`src/include/ufc_pkg.sv`:
```
// Purpose: constants, field layout and types for the fifo trigger and flow control block
// Assumes: 8-bit register port, 128-word receive and transmit fifos
// Notes: threshold fields are 4 bits and count in steps of eight words
//
// Summary of operation
// - receive threshold flag raised when receive level reaches eight times its field
// - transmit threshold flag raised at or below eight times the transmit field
// - transmit count register returns words held in the transmit fifo
// - receive count register returns words held in the receive fifo
// - flow control bits 7-4 pick resume and halt characters
// - with transmitter flow control on, received resume/halt characters are dropped
// - software flow off plus special mode gives detection only, no transmit gating
// - both enabled: first pair does flow control, second pair special detection
// - bit 3 enables automatic software flow control with the selected characters
// - pin address mode: special char low nibble from pins, high from stop char
// - pin address mode ignores the stored low nibble of second stop char when matching
// - bit 1 gates the transmitter with the clear-to-send input
// - any clear-to-send change sets the change flag
// - bit 0 drives request-to-send from receive level at halt and resume levels
// - bits 7-6 pick which characters the transmitter sends: 10, 01, 11, 00
// - bits 5-4 pick which received characters are compared: 10, 01, 11, 00
// - all selection bits clear: no flow control and no detection
// - halt threshold equals eight times its field, 0 to 120
// - double character: first register is low byte, second the high byte
`default_nettype none
package ufc_pkg;
  localparam int CHAR_W = 8;
  localparam int NIB_W = 4;
  localparam int CNT_W = 8;
  localparam int FIFO_DEPTH = 128;

  localparam logic [7:0] ADDR_TRIG = 8'h10;
  localparam logic [7:0] ADDR_TX_CNT = 8'h11;
  localparam logic [7:0] ADDR_RX_CNT = 8'h12;
  localparam logic [7:0] ADDR_FLOW = 8'h13;
  localparam logic [7:0] TRIG_RESET = 8'hff;
  localparam logic [7:0] FLOW_RESET = 8'h00;

  // field positions in the trigger and flow registers
  localparam int TRIG_RX_LSB = 4;
  localparam int TRIG_TX_LSB = 0;
  localparam int FLOW_SEND_LSB = 6;
  localparam int FLOW_CMP_LSB = 4;
  localparam int FLOW_SW_EN = 3;
  localparam int FLOW_PIN_ADDR = 2;
  localparam int FLOW_AUTO_CTS = 1;
  localparam int FLOW_AUTO_RTS = 0;
  localparam int THR_RESUME_LSB = 4;
  localparam int THR_HALT_LSB = 0;

  // selection codes: bit 1 means first pair, bit 0 second pair
  localparam int SEL_P1 = 1;
  localparam int SEL_P2 = 0;
  localparam logic [1:0] SEL_NONE = 2'h0;
  localparam logic [2:0] LVL_PAD = 3'h0;

  typedef enum logic [1:0] {SEND_IDLE, SEND_LOW, SEND_HIGH} ufc_send_t;

  // eight times a 4-bit field
  function automatic logic [CNT_W-1:0] ufc_level(input logic [NIB_W-1:0] f);
    return {1'b0, f, LVL_PAD};
  endfunction : ufc_level

  function automatic logic ufc_hit(input logic [CHAR_W-1:0] c, input logic [CHAR_W-1:0] k,
                                   input logic en);
    return en && (c == k);
  endfunction : ufc_hit
endpackage : ufc_pkg
`default_nettype wire

```
`src/include/ufc_stream_if.sv`:
```
// Purpose: valid/ready word stream between the block's own modules
// Assumes: word taken on a clock edge where valid and ready are both high
// Notes: src drives data and valid, snk drives ready
`default_nettype none
interface ufc_stream_if #(parameter int W = 8);
  logic valid;
  logic ready;
  logic [W-1:0] data;
  modport src(output valid, output data, input ready);
  modport snk(input valid, input data, output ready);
endinterface : ufc_stream_if
`default_nettype wire

```
`src/ufc_fifo.sv`:
```
// Purpose: synchronous flip-flop fifo with occupancy count
// Assumes: DEPTH is a power of two
// Notes: count is exact every cycle; simultaneous push and pop keep it steady
`default_nettype none
module ufc_fifo #(
  parameter int WIDTH = 8,
  parameter int DEPTH = 16,
  parameter int CW = $clog2(DEPTH) + 1
) (
  input wire logic clk,
  input wire logic rst_n,
  ufc_stream_if.snk wr_s,
  ufc_stream_if.src rd_s,
  output logic [CW-1:0] count
);
  localparam int AW = $clog2(DEPTH);
  logic [WIDTH-1:0] mem_q [DEPTH];
  logic [AW-1:0] wr_ptr_q;
  logic [AW-1:0] rd_ptr_q;
  logic [CW-1:0] count_q;
  logic push;
  logic pop;

  assign wr_s.ready = (count_q != CW'(DEPTH));
  assign rd_s.valid = (count_q != '0);
  assign rd_s.data = mem_q[rd_ptr_q];
  assign push = wr_s.valid && wr_s.ready;
  assign pop = rd_s.valid && rd_s.ready;
  assign count = count_q;

  always_ff @(posedge clk) begin
    if (push) begin
      mem_q[wr_ptr_q] <= wr_s.data;
    end
  end

  always_ff @(posedge clk or negedge rst_n) begin
    if (!rst_n) begin
      wr_ptr_q <= '0;
      rd_ptr_q <= '0;
    end else begin
      if (push) begin
        wr_ptr_q <= wr_ptr_q + 1'b1;
      end
      if (pop) begin
        rd_ptr_q <= rd_ptr_q + 1'b1;
      end
    end
  end

  always_ff @(posedge clk or negedge rst_n) begin
    if (!rst_n) begin
      count_q <= '0;
    end else if (push && !pop) begin
      count_q <= count_q + 1'b1;
    end else if (pop && !push) begin
      count_q <= count_q - 1'b1;
    end
  end
endmodule : ufc_fifo
`default_nettype wire

```
`src/ufc_top.sv`:
```
// Purpose: fifo trigger flags, fill counts and automatic flow control of a uart
// Assumes: one clock; cts_n and gpio_in are asynchronous pins
// Notes: character and mode registers live outside and arrive as plain inputs
`default_nettype none
module ufc_top #(
  parameter int DEPTH = ufc_pkg::FIFO_DEPTH
) (
  input wire logic clk,
  input wire logic rst_n,
  // register port
  input wire logic [7:0] reg_addr,
  input wire logic reg_wr_en,
  input wire logic reg_rd_en,
  input wire logic [7:0] reg_wdata,
  output logic [7:0] reg_rdata,
  // values held in neighbouring registers
  input wire logic [7:0] flow_threshold_register,
  input wire logic [7:0] first_resume_char,
  input wire logic [7:0] second_resume_char,
  input wire logic [7:0] first_stop_char,
  input wire logic [7:0] second_stop_char,
  input wire logic tx_disable,
  input wire logic special_detect_en,
  input wire logic [3:0] gpio_in,
  // modem pins
  input wire logic cts_n,
  output logic rts_n,
  // characters from the receiver
  input wire logic rx_char_valid,
  input wire logic [7:0] rx_char_data,
  output logic rx_char_ready,
  // host reads receive fifo
  output logic host_rd_valid,
  output logic [7:0] host_rd_data,
  input wire logic host_rd_ready,
  // host writes transmit fifo
  input wire logic host_wr_valid,
  input wire logic [7:0] host_wr_data,
  output logic host_wr_ready,
  // characters to the transmitter
  output logic tx_char_valid,
  output logic [7:0] tx_char_data,
  input wire logic tx_char_ready,
  // status to the interrupt logic
  output logic receive_threshold_flag,
  output logic transmit_threshold_flag,
  output logic clear_to_send_change_flag,
  output logic special_char_flag,
  output logic transmit_empty_flag,
  output logic receive_empty_flag,
  output logic remote_halted
);
  localparam int CW = ufc_pkg::CNT_W;
  localparam int NW = ufc_pkg::NIB_W;
  localparam int CH = ufc_pkg::CHAR_W;

  ////////////////////////////////////////////////////////////////////////////
  // fifos
  ufc_stream_if #(.W(CH)) rx_in_s ();
  ufc_stream_if #(.W(CH)) rx_out_s ();
  ufc_stream_if #(.W(CH)) tx_in_s ();
  ufc_stream_if #(.W(CH)) tx_out_s ();
  logic [CW-1:0] rx_count;
  logic [CW-1:0] tx_count;

  ufc_fifo #(.WIDTH(CH), .DEPTH(DEPTH), .CW(CW)) u_rx_fifo (
    .clk(clk),
    .rst_n(rst_n),
    .wr_s(rx_in_s),
    .rd_s(rx_out_s),
    .count(rx_count)
  );

  ufc_fifo #(.WIDTH(CH), .DEPTH(DEPTH), .CW(CW)) u_tx_fifo (
    .clk(clk),
    .rst_n(rst_n),
    .wr_s(tx_in_s),
    .rd_s(tx_out_s),
    .count(tx_count)
  );

  assign host_rd_valid = rx_out_s.valid;
  assign host_rd_data = rx_out_s.data;
  assign rx_out_s.ready = host_rd_ready;
  assign tx_in_s.valid = host_wr_valid;
  assign tx_in_s.data = host_wr_data;
  assign host_wr_ready = tx_in_s.ready;

  ////////////////////////////////////////////////////////////////////////////
  // registers
  logic [7:0] trig_q;
  logic [7:0] flow_q;
  logic [7:0] rdata_q;

  always_ff @(posedge clk or negedge rst_n) begin
    if (!rst_n) begin
      trig_q <= ufc_pkg::TRIG_RESET;
      flow_q <= ufc_pkg::FLOW_RESET;
    end else if (reg_wr_en) begin
      if (reg_addr == ufc_pkg::ADDR_TRIG) begin
        trig_q <= reg_wdata;
      end
      if (reg_addr == ufc_pkg::ADDR_FLOW) begin
        flow_q <= reg_wdata;
      end
    end
  end

  // counts are live, so a read during traffic may be one word stale by the time it is used
  always_ff @(posedge clk or negedge rst_n) begin
    if (!rst_n) begin
      rdata_q <= '0;
    end else if (reg_rd_en) begin
      case (reg_addr)
        ufc_pkg::ADDR_TRIG: rdata_q <= trig_q;
        ufc_pkg::ADDR_TX_CNT: rdata_q <= tx_count;
        ufc_pkg::ADDR_RX_CNT: rdata_q <= rx_count;
        ufc_pkg::ADDR_FLOW: rdata_q <= flow_q;
        default: rdata_q <= '0;
      endcase
    end
  end
  assign reg_rdata = rdata_q;

  ////////////////////////////////////////////////////////////////////////////
  // pin synchronisers
  logic cts_s1_q;
  logic cts_s2_q;
  logic cts_s3_q;
  logic [NW-1:0] gpio_s1_q;
  logic [NW-1:0] gpio_s2_q;

  always_ff @(posedge clk or negedge rst_n) begin
    if (!rst_n) begin
      // clear-to-send level, so leaving reset gives no false change pulse
      cts_s1_q <= 1'b0;
      cts_s2_q <= 1'b0;
      cts_s3_q <= 1'b0;
      gpio_s1_q <= '0;
      gpio_s2_q <= '0;
    end else begin
      cts_s1_q <= cts_n;
      cts_s2_q <= cts_s1_q;
      cts_s3_q <= cts_s2_q;
      gpio_s1_q <= gpio_in;
      gpio_s2_q <= gpio_s1_q;
    end
  end

  ////////////////////////////////////////////////////////////////////////////
  // mode decode
  logic sw_en;
  logic [1:0] sel_send;
  logic [1:0] sel_cmp;
  logic fl1;
  logic fl2;
  logic sp1;
  logic sp2;
  logic [CH-1:0] stop2_eff;
  logic [CW-1:0] halt_lvl;
  logic [CW-1:0] resume_lvl;

  assign sw_en = flow_q[ufc_pkg::FLOW_SW_EN];
  assign sel_send = flow_q[ufc_pkg::FLOW_SEND_LSB +: 2];
  assign sel_cmp = flow_q[ufc_pkg::FLOW_CMP_LSB +: 2];
  // second pair goes to detection when both features are on
  assign fl1 = sw_en && sel_cmp[ufc_pkg::SEL_P1];
  assign fl2 = sw_en && sel_cmp[ufc_pkg::SEL_P2] && !special_detect_en;
  assign sp1 = special_detect_en && !sw_en && sel_cmp[ufc_pkg::SEL_P1];
  assign sp2 = special_detect_en && sel_cmp[ufc_pkg::SEL_P2];
  // stored low nibble is replaced by the pins for matching only; discard and the sender still use it
  assign stop2_eff = flow_q[ufc_pkg::FLOW_PIN_ADDR] ?
                     {second_stop_char[CH-1:NW], gpio_s2_q} : second_stop_char;
  assign halt_lvl = ufc_pkg::ufc_level(flow_threshold_register[ufc_pkg::THR_HALT_LSB +: NW]);
  assign resume_lvl = ufc_pkg::ufc_level(flow_threshold_register[ufc_pkg::THR_RESUME_LSB +: NW]);

  ////////////////////////////////////////////////////////////////////////////
  // receive path
  logic on_hit;
  logic off_hit;
  logic sp_hit;
  logic discard;
  logic rx_take;
  logic remote_halt_q;
  logic special_q;

  assign on_hit = ufc_pkg::ufc_hit(rx_char_data, first_resume_char, fl1) ||
                  ufc_pkg::ufc_hit(rx_char_data, second_resume_char, fl2);
  assign off_hit = ufc_pkg::ufc_hit(rx_char_data, first_stop_char, fl1) ||
                   ufc_pkg::ufc_hit(rx_char_data, stop2_eff, fl2);
  assign sp_hit = ufc_pkg::ufc_hit(rx_char_data, first_resume_char, sp1) ||
                  ufc_pkg::ufc_hit(rx_char_data, first_stop_char, sp1) ||
                  ufc_pkg::ufc_hit(rx_char_data, second_resume_char, sp2) ||
                  ufc_pkg::ufc_hit(rx_char_data, stop2_eff, sp2);
  // dropped characters follow the pairs our own sender uses, not the compare pairs
  assign discard = sw_en && (ufc_pkg::ufc_hit(rx_char_data, first_resume_char, sel_send[ufc_pkg::SEL_P1]) ||
                             ufc_pkg::ufc_hit(rx_char_data, first_stop_char, sel_send[ufc_pkg::SEL_P1]) ||
                             ufc_pkg::ufc_hit(rx_char_data, second_resume_char, sel_send[ufc_pkg::SEL_P2]) ||
                             ufc_pkg::ufc_hit(rx_char_data, second_stop_char, sel_send[ufc_pkg::SEL_P2]));
  // a dropped character is always taken, so it never waits on a full fifo
  assign rx_char_ready = discard || rx_in_s.ready;
  assign rx_in_s.valid = rx_char_valid && !discard;
  assign rx_in_s.data = rx_char_data;
  assign rx_take = rx_char_valid && rx_char_ready;

  always_ff @(posedge clk or negedge rst_n) begin
    if (!rst_n) begin
      remote_halt_q <= 1'b0;
    end else if (!sw_en) begin
      remote_halt_q <= 1'b0;
    end else if (rx_take && off_hit) begin
      remote_halt_q <= 1'b1;
    end else if (rx_take && on_hit) begin
      remote_halt_q <= 1'b0;
    end
  end

  always_ff @(posedge clk or negedge rst_n) begin
    if (!rst_n) begin
      special_q <= 1'b0;
    end else begin
      special_q <= rx_take && sp_hit;
    end
  end
  assign special_char_flag = special_q;
  assign remote_halted = remote_halt_q;

  ////////////////////////////////////////////////////////////////////////////
  // flow character sender
  ufc_pkg::ufc_send_t send_q;
  logic send_off_q;
  logic local_stop_q;
  logic need_off;
  logic need_on;
  logic tx_gate;
  logic flow_ch_valid;
  logic [CH-1:0] flow_ch;

  assign need_off = sw_en && (sel_send != ufc_pkg::SEL_NONE) && !local_stop_q && (rx_count >= halt_lvl);
  assign need_on = sw_en && (sel_send != ufc_pkg::SEL_NONE) && local_stop_q && (rx_count <= resume_lvl);
  // transmitter halts between characters only, never mid-word
  assign tx_gate = !tx_disable && !(flow_q[ufc_pkg::FLOW_AUTO_CTS] && cts_s2_q);
  assign flow_ch_valid = (send_q != ufc_pkg::SEND_IDLE);

  always_comb begin
    flow_ch = '0;
    unique case (send_q)
      ufc_pkg::SEND_IDLE: flow_ch = '0;
      ufc_pkg::SEND_LOW: flow_ch = send_off_q ? first_stop_char : first_resume_char;
      ufc_pkg::SEND_HIGH: flow_ch = send_off_q ? second_stop_char : second_resume_char;
    endcase
  end

  always_ff @(posedge clk or negedge rst_n) begin
    if (!rst_n) begin
      send_q <= ufc_pkg::SEND_IDLE;
      send_off_q <= 1'b0;
      local_stop_q <= 1'b0;
    end else begin
      unique case (send_q)
        ufc_pkg::SEND_IDLE: begin
          if (!sw_en) begin
            local_stop_q <= 1'b0;
          end else if (need_off || need_on) begin
            send_off_q <= need_off;
            local_stop_q <= need_off;
            send_q <= sel_send[ufc_pkg::SEL_P1] ? ufc_pkg::SEND_LOW : ufc_pkg::SEND_HIGH;
          end
        end
        ufc_pkg::SEND_LOW: begin
          if (tx_gate && tx_char_ready) begin
            send_q <= sel_send[ufc_pkg::SEL_P2] ? ufc_pkg::SEND_HIGH : ufc_pkg::SEND_IDLE;
          end
        end
        ufc_pkg::SEND_HIGH: begin
          if (tx_gate && tx_char_ready) begin
            send_q <= ufc_pkg::SEND_IDLE;
          end
        end
      endcase
    end
  end

  ////////////////////////////////////////////////////////////////////////////
  // transmit path: flow characters win over fifo data
  logic data_gate;
  assign data_gate = tx_gate && !remote_halt_q && !flow_ch_valid;
  assign tx_char_valid = flow_ch_valid ? tx_gate : (data_gate && tx_out_s.valid);
  assign tx_char_data = flow_ch_valid ? flow_ch : tx_out_s.data;
  assign tx_out_s.ready = data_gate && tx_char_ready;

  ////////////////////////////////////////////////////////////////////////////
  // request-to-send with hysteresis between halt and resume levels
  logic rts_n_q;
  always_ff @(posedge clk or negedge rst_n) begin
    if (!rst_n) begin
      rts_n_q <= 1'b0;
    end else if (!flow_q[ufc_pkg::FLOW_AUTO_RTS]) begin
      rts_n_q <= 1'b0;
    end else if (rx_count >= halt_lvl) begin
      rts_n_q <= 1'b1;
    end else if (rx_count <= resume_lvl) begin
      rts_n_q <= 1'b0;
    end
  end
  assign rts_n = rts_n_q;

  ////////////////////////////////////////////////////////////////////////////
  // status flags
  logic rx_thr_q;
  logic tx_thr_q;
  logic cts_chg_q;
  logic tx_empty_q;
  logic rx_empty_q;

  always_ff @(posedge clk or negedge rst_n) begin
    if (!rst_n) begin
      rx_thr_q <= 1'b0;
      tx_thr_q <= 1'b0;
      tx_empty_q <= 1'b1;
      rx_empty_q <= 1'b1;
    end else begin
      rx_thr_q <= rx_count >= ufc_pkg::ufc_level(trig_q[ufc_pkg::TRIG_RX_LSB +: NW]);
      tx_thr_q <= tx_count <= ufc_pkg::ufc_level(trig_q[ufc_pkg::TRIG_TX_LSB +: NW]);
      tx_empty_q <= (tx_count == '0);
      rx_empty_q <= (rx_count == '0);
    end
  end

  // one-cycle pulse per edge seen on the synchronised pin
  always_ff @(posedge clk or negedge rst_n) begin
    if (!rst_n) begin
      cts_chg_q <= 1'b0;
    end else begin
      cts_chg_q <= cts_s2_q ^ cts_s3_q;
    end
  end

  assign receive_threshold_flag = rx_thr_q;
  assign transmit_threshold_flag = tx_thr_q;
  assign clear_to_send_change_flag = cts_chg_q;
  assign transmit_empty_flag = tx_empty_q;
  assign receive_empty_flag = rx_empty_q;
endmodule : ufc_top
`default_nettype wire

```
`config.mk`:
```
export PLATFORM = sky130hd
export DESIGN_NAME = ufc_top
export DESIGN_NICKNAME = d
export VERILOG_FILES = /design/src/include/ufc_pkg.sv /design/src/include/ufc_stream_if.sv /design/src/ufc_fifo.sv /design/src/ufc_top.sv
export SDC_FILE = /design/constraint.sdc
export NUM_CORES = 2
export LEC_CHECK = 0
export BUFFER_PORTS_ARGS = -buffer_cell sky130_fd_sc_hd__buf_2
export CAP_MARGIN = 20
export CORE_UTILIZATION = 30
export CTS_BUF_LIST = sky130_fd_sc_hd__clkbuf_4 sky130_fd_sc_hd__clkbuf_8
export DETAILED_ROUTE_END_ITERATION = 8
export PLACE_DENSITY = 0.42
export REMOVE_ABC_BUFFERS = 1
export SYNTH_ARGS = -nofsm -noshare
export SYNTH_HDL_FRONTEND = slang
export SYNTH_SLANG_ARGS = --single-unit
```
`constraint.sdc`:
```
create_clock -name clk -period 8.09 [get_ports clk]
set_clock_uncertainty 0.05 [all_clocks]
set_input_delay 0.4045 -clock clk [delete_from_list [all_inputs] [get_ports clk]]
set_output_delay 0.4045 -clock clk [all_outputs]
set_load 0.01 [all_outputs]
```
==> results.md <==
* TritonCTS clock tree: yes
* Dpl cell area at 90000 um^2
* Dpl cells at 7952
* Final setup vio count at 0
* Synth top cells by count: edfxtp_1 (2048), mux4_2 (495), nor2_1 (328), mux2i_1 (208), nand2_1 (100)
* Skew-Pair Late Insertion Delay at 0.96 ns
* Top Ports at 123
* Horiz. Die Dim at 534 um
* GRT Residual Overflow at 0
* Minimum clock period at 5.81 ns
* Final instance count without filler cells at 8659
* Critical path buffer and inverter count at 3
* WL/cell at 28.7 um
* Hold Vio Cnt, Final at 0
* Largest net degree at the start of global routing at 129
* Final WS setup at 2.28 ns
* Syn avg cell area at 20.1 um^2
* Root buf cell: clkbuf_8
* Full die area at 285000 um^2
* CTS H-tree lvls at 5
* Max Clk Rate at 172 MHz
* Fraction of layout cells with a size suffix above 1 at 0.276
* Final wirelength at 249000 um
* First-pass GRT wire length at 351000 um
* VDD IR max at 0.257 mV
* Routed vias/inst at 4.92
* Post-DP HPWL at 154000 um
* Mapped Cells at 4232
* Area contributors post-synth: edfxtp_1 (72%), mux4_2 (13%), mux2i_1 (2.4%), dfrtp_1 (2.4%), nor2_1 (1.4%)
* Fillers at 26776
* TritonCTS Buffers at 378
* Synthesized flop and latch total at 2139
* Worst Tran Pin Value at 1.16 ns
* Slew Limit Fails at 0
* Synthesized cell area at 85000 um^2
* Syn-to-layout area delta at 15.0%
* GRT Total Usage at 0.172
* CP Class: reg2out
* Vias at 42628
* Clk buf depth at 4
* Kind of cell adding the most delay to the critical path: simple AND/OR/NAND/NOR gates
* Initial Utilization at 0.301
* Final period utilization at 0.719
* YS warnings at 0
* Core Area at 282000 um^2
* Num Clock Sinks at 2139
* Post-DRT Antenna Nets at 0
* Crit path max fanout at 45
* GPL Wtd Cong at 0.799
* Sequential fraction of the synthesis area at 0.751
* Initial antenna violation count at 8
* CP Cell Sequence: buf_4 > nand3b_1 > buf_4 > o22ai_1 > a211o_1 > o221ai_1 > a2111oi_0 > a211oi_1 > nor3_1 > buf_2
* Setup slack at placement at 3.08 ns
* Ys async rst share at 0.0425
* Top-area cell type share of the netlist area at 0.724
* Count leader, synth: edfxtp_1
* WP data required at 7.64 ns
* Input/output buffers at 122
* Min-Delay Path Class: in2reg
* Vias in the first global route at 44755
* Post-route cell area at 97700 um^2
* Most Frequent Cell on Critical Path: buf_4
* CP peak stage delay at 0.74 ns
* Leading area contributor after synthesis: edfxtp_1
* Distinct cells, synth at 65
* CP Launch Type: flip-flop
* Final setup TNS at 0 ns
* # nets final at 4765
* Die H at 534 um
* Post-synth EDFFs at 2048
* Pre-antenna DRT Iters at 7
* Leak Pwr at 31.1 nW
* Total power per unit cell area at 328 nW/um^2
* Power Total at 32.0 mW
* CP Data Arrival Time at 5.36 ns
* Rows at 195
* Slowest cell on crit path: dfrtp_4
* DRT iter0 DRCs at 3170
* Worst-path clk slew at 0.06 ns
* Crit end category: primary output
* Top_reg_cell synth: edfxtp_1
* RSZ-0062 raised after global routing: false
* Status: finished clean
* Slew margin rel. at 0.225
* Max-cap violations at 0
* # DRC at 0
## path summary, 6_finish.rpt
path                                                   start                                end  slack, ns  cells past startpoint
max in group asynchronous                              rst_n  u_tx_fifo.rd_ptr_q[2]$_DFFE_PN0P_       6.65                      4
max                        u_tx_fifo.rd_ptr_q[2]$_DFFE_PN0P_                    tx_char_data[5]       2.28                     10
max reg2reg                            send_q[0]$_DFFE_PN0P_     u_tx_fifo.count[7]$_DFFE_PN0P_       3.74                     16
min reg2reg                               cts_s1_q$_DFF_PN0_                 cts_s2_q$_DFF_PN0_       0.31                      0
min in group asynchronous                              rst_n       receive_empty_flag$_DFF_PN1_       0.52                      3
min                                            host_wr_valid  u_tx_fifo.wr_ptr_q[0]$_DFFE_PN0P_       0.11                      3
## cell families after synthesis
| kind of cell | count (synthesis) | share of synthesized area |
|---|---|---|
| flip-flops | 2139 | 0.751 |
| multiplexers | 747 | 0.161 |
| XOR/XNOR | 73 | 0.00752 |
| AO/OA/AOI/OAI | 357 | 0.0281 |
| adder cells (fa/ha/maj) | 39 | 0.00592 |
| buffers and inverters | 282 | 0.0156 |
| AND/OR/NAND/NOR | 595 | 0.0309 |
## metrics by stage
stage / hold WS (ns) / utilization
after floorplan: 0.0589 / -
after global placement: 0.282 / 0.319
after detailed placement: 0.293 / 0.319
after CTS: 0.0239 / 0.346
after global routing: 0.102 / 0.346
final: 0.111 / 0.346
## cells in the final DEF (no fill, tap or decap), types with 21 or more instances in the layout
| cell | Yosys | routed |
|---|---|---|
| edfxtp_1 | 2048 | 2048 |
| mux4_2 | 495 | 495 |
| clkbuf_8 | 0 | 392 |
| nor2_1 | 328 | 326 |
| mux2i_1 | 208 | 208 |
| clkbuf_4 | 0 | 120 |
| buf_2 | 83 | 105 |
| nand2_1 | 100 | 99 |
| buf_4 | 31 | 94 |
| clkinv_1 | 2 | 82 |
| o22ai_1 | 74 | 74 |
| dfrtp_1 | 81 | 72 |
| a21oi_1 | 61 | 61 |
| o21ai_0 | 57 | 57 |
| dlygate4sd3_1 | 0 | 47 |
| inv_1 | 45 | 44 |
| mux2_2 | 44 | 44 |
| nand3_1 | 42 | 42 |
| clkinv_2 | 0 | 40 |
| xnor2_1 | 37 | 37 |
| a22oi_1 | 37 | 37 |
| ha_1 | 37 | 37 |
| xor2_1 | 36 | 36 |
| nor2b_1 | 29 | 28 |
| a211oi_1 | 22 | 22 |
| nor3_1 | 21 | 21 |
## state kept, by name, summed over array words and instances, names as in the netlist, 7 cells and up
register            cells
u_tx_fifo.wr_ptr_q      7
u_rx_fifo.mem_q      1024
u_tx_fifo.count         8
u_rx_fifo.wr_ptr_q      7
trig_q                  8
u_rx_fifo.count         8
reg_rdata               8
u_tx_fifo.rd_ptr_q      7
u_tx_fifo.mem_q      1024
flow_q                  8
u_rx_fifo.rd_ptr_q      7
## power breakdown
group	leakage, nW	internal (mW)	switching, mW
Clock	3.81	5.27	4.47
Combinational	7.76	3.68	5.64
Sequential	19.5	12.5	0.513
## cell type report
type	instances	area (um^2)	area share
inverter	48	180	0.00184
sequential	2139	63800	0.653
antenna	3	7.51	0.0000768
multi-input combinational	1811	19900	0.204
clock buffer	511	6280	0.0643
clock inverter	143	875	0.00895
timing repair buffer	261	1960	0.0201
tap	3743	4680	0.0479
## worst min-delay path: stages
cell	delay (ns)
buf_2	0.11
and2_1	0.34
xor2_1	0.20
## repair_timing
item                       4_1_cts  5_1_grt
hold buffers                    48        0
resized for setup                0        0
buffers inserted                 0        0
hold endpoints to repair       563        0
setup endpoints to repair        0        0
## routing by layer
layer  vias to the layer above  GRT usage  part of all wire
met5                         -          0                 0
met4                         0     0.0439             0.022
met3                       359     0.0255             0.039
met2                      1040      0.286              0.49
met1                     22977      0.236              0.45
li1                      18252          -                 -
(Power assumes the default switching activity.)
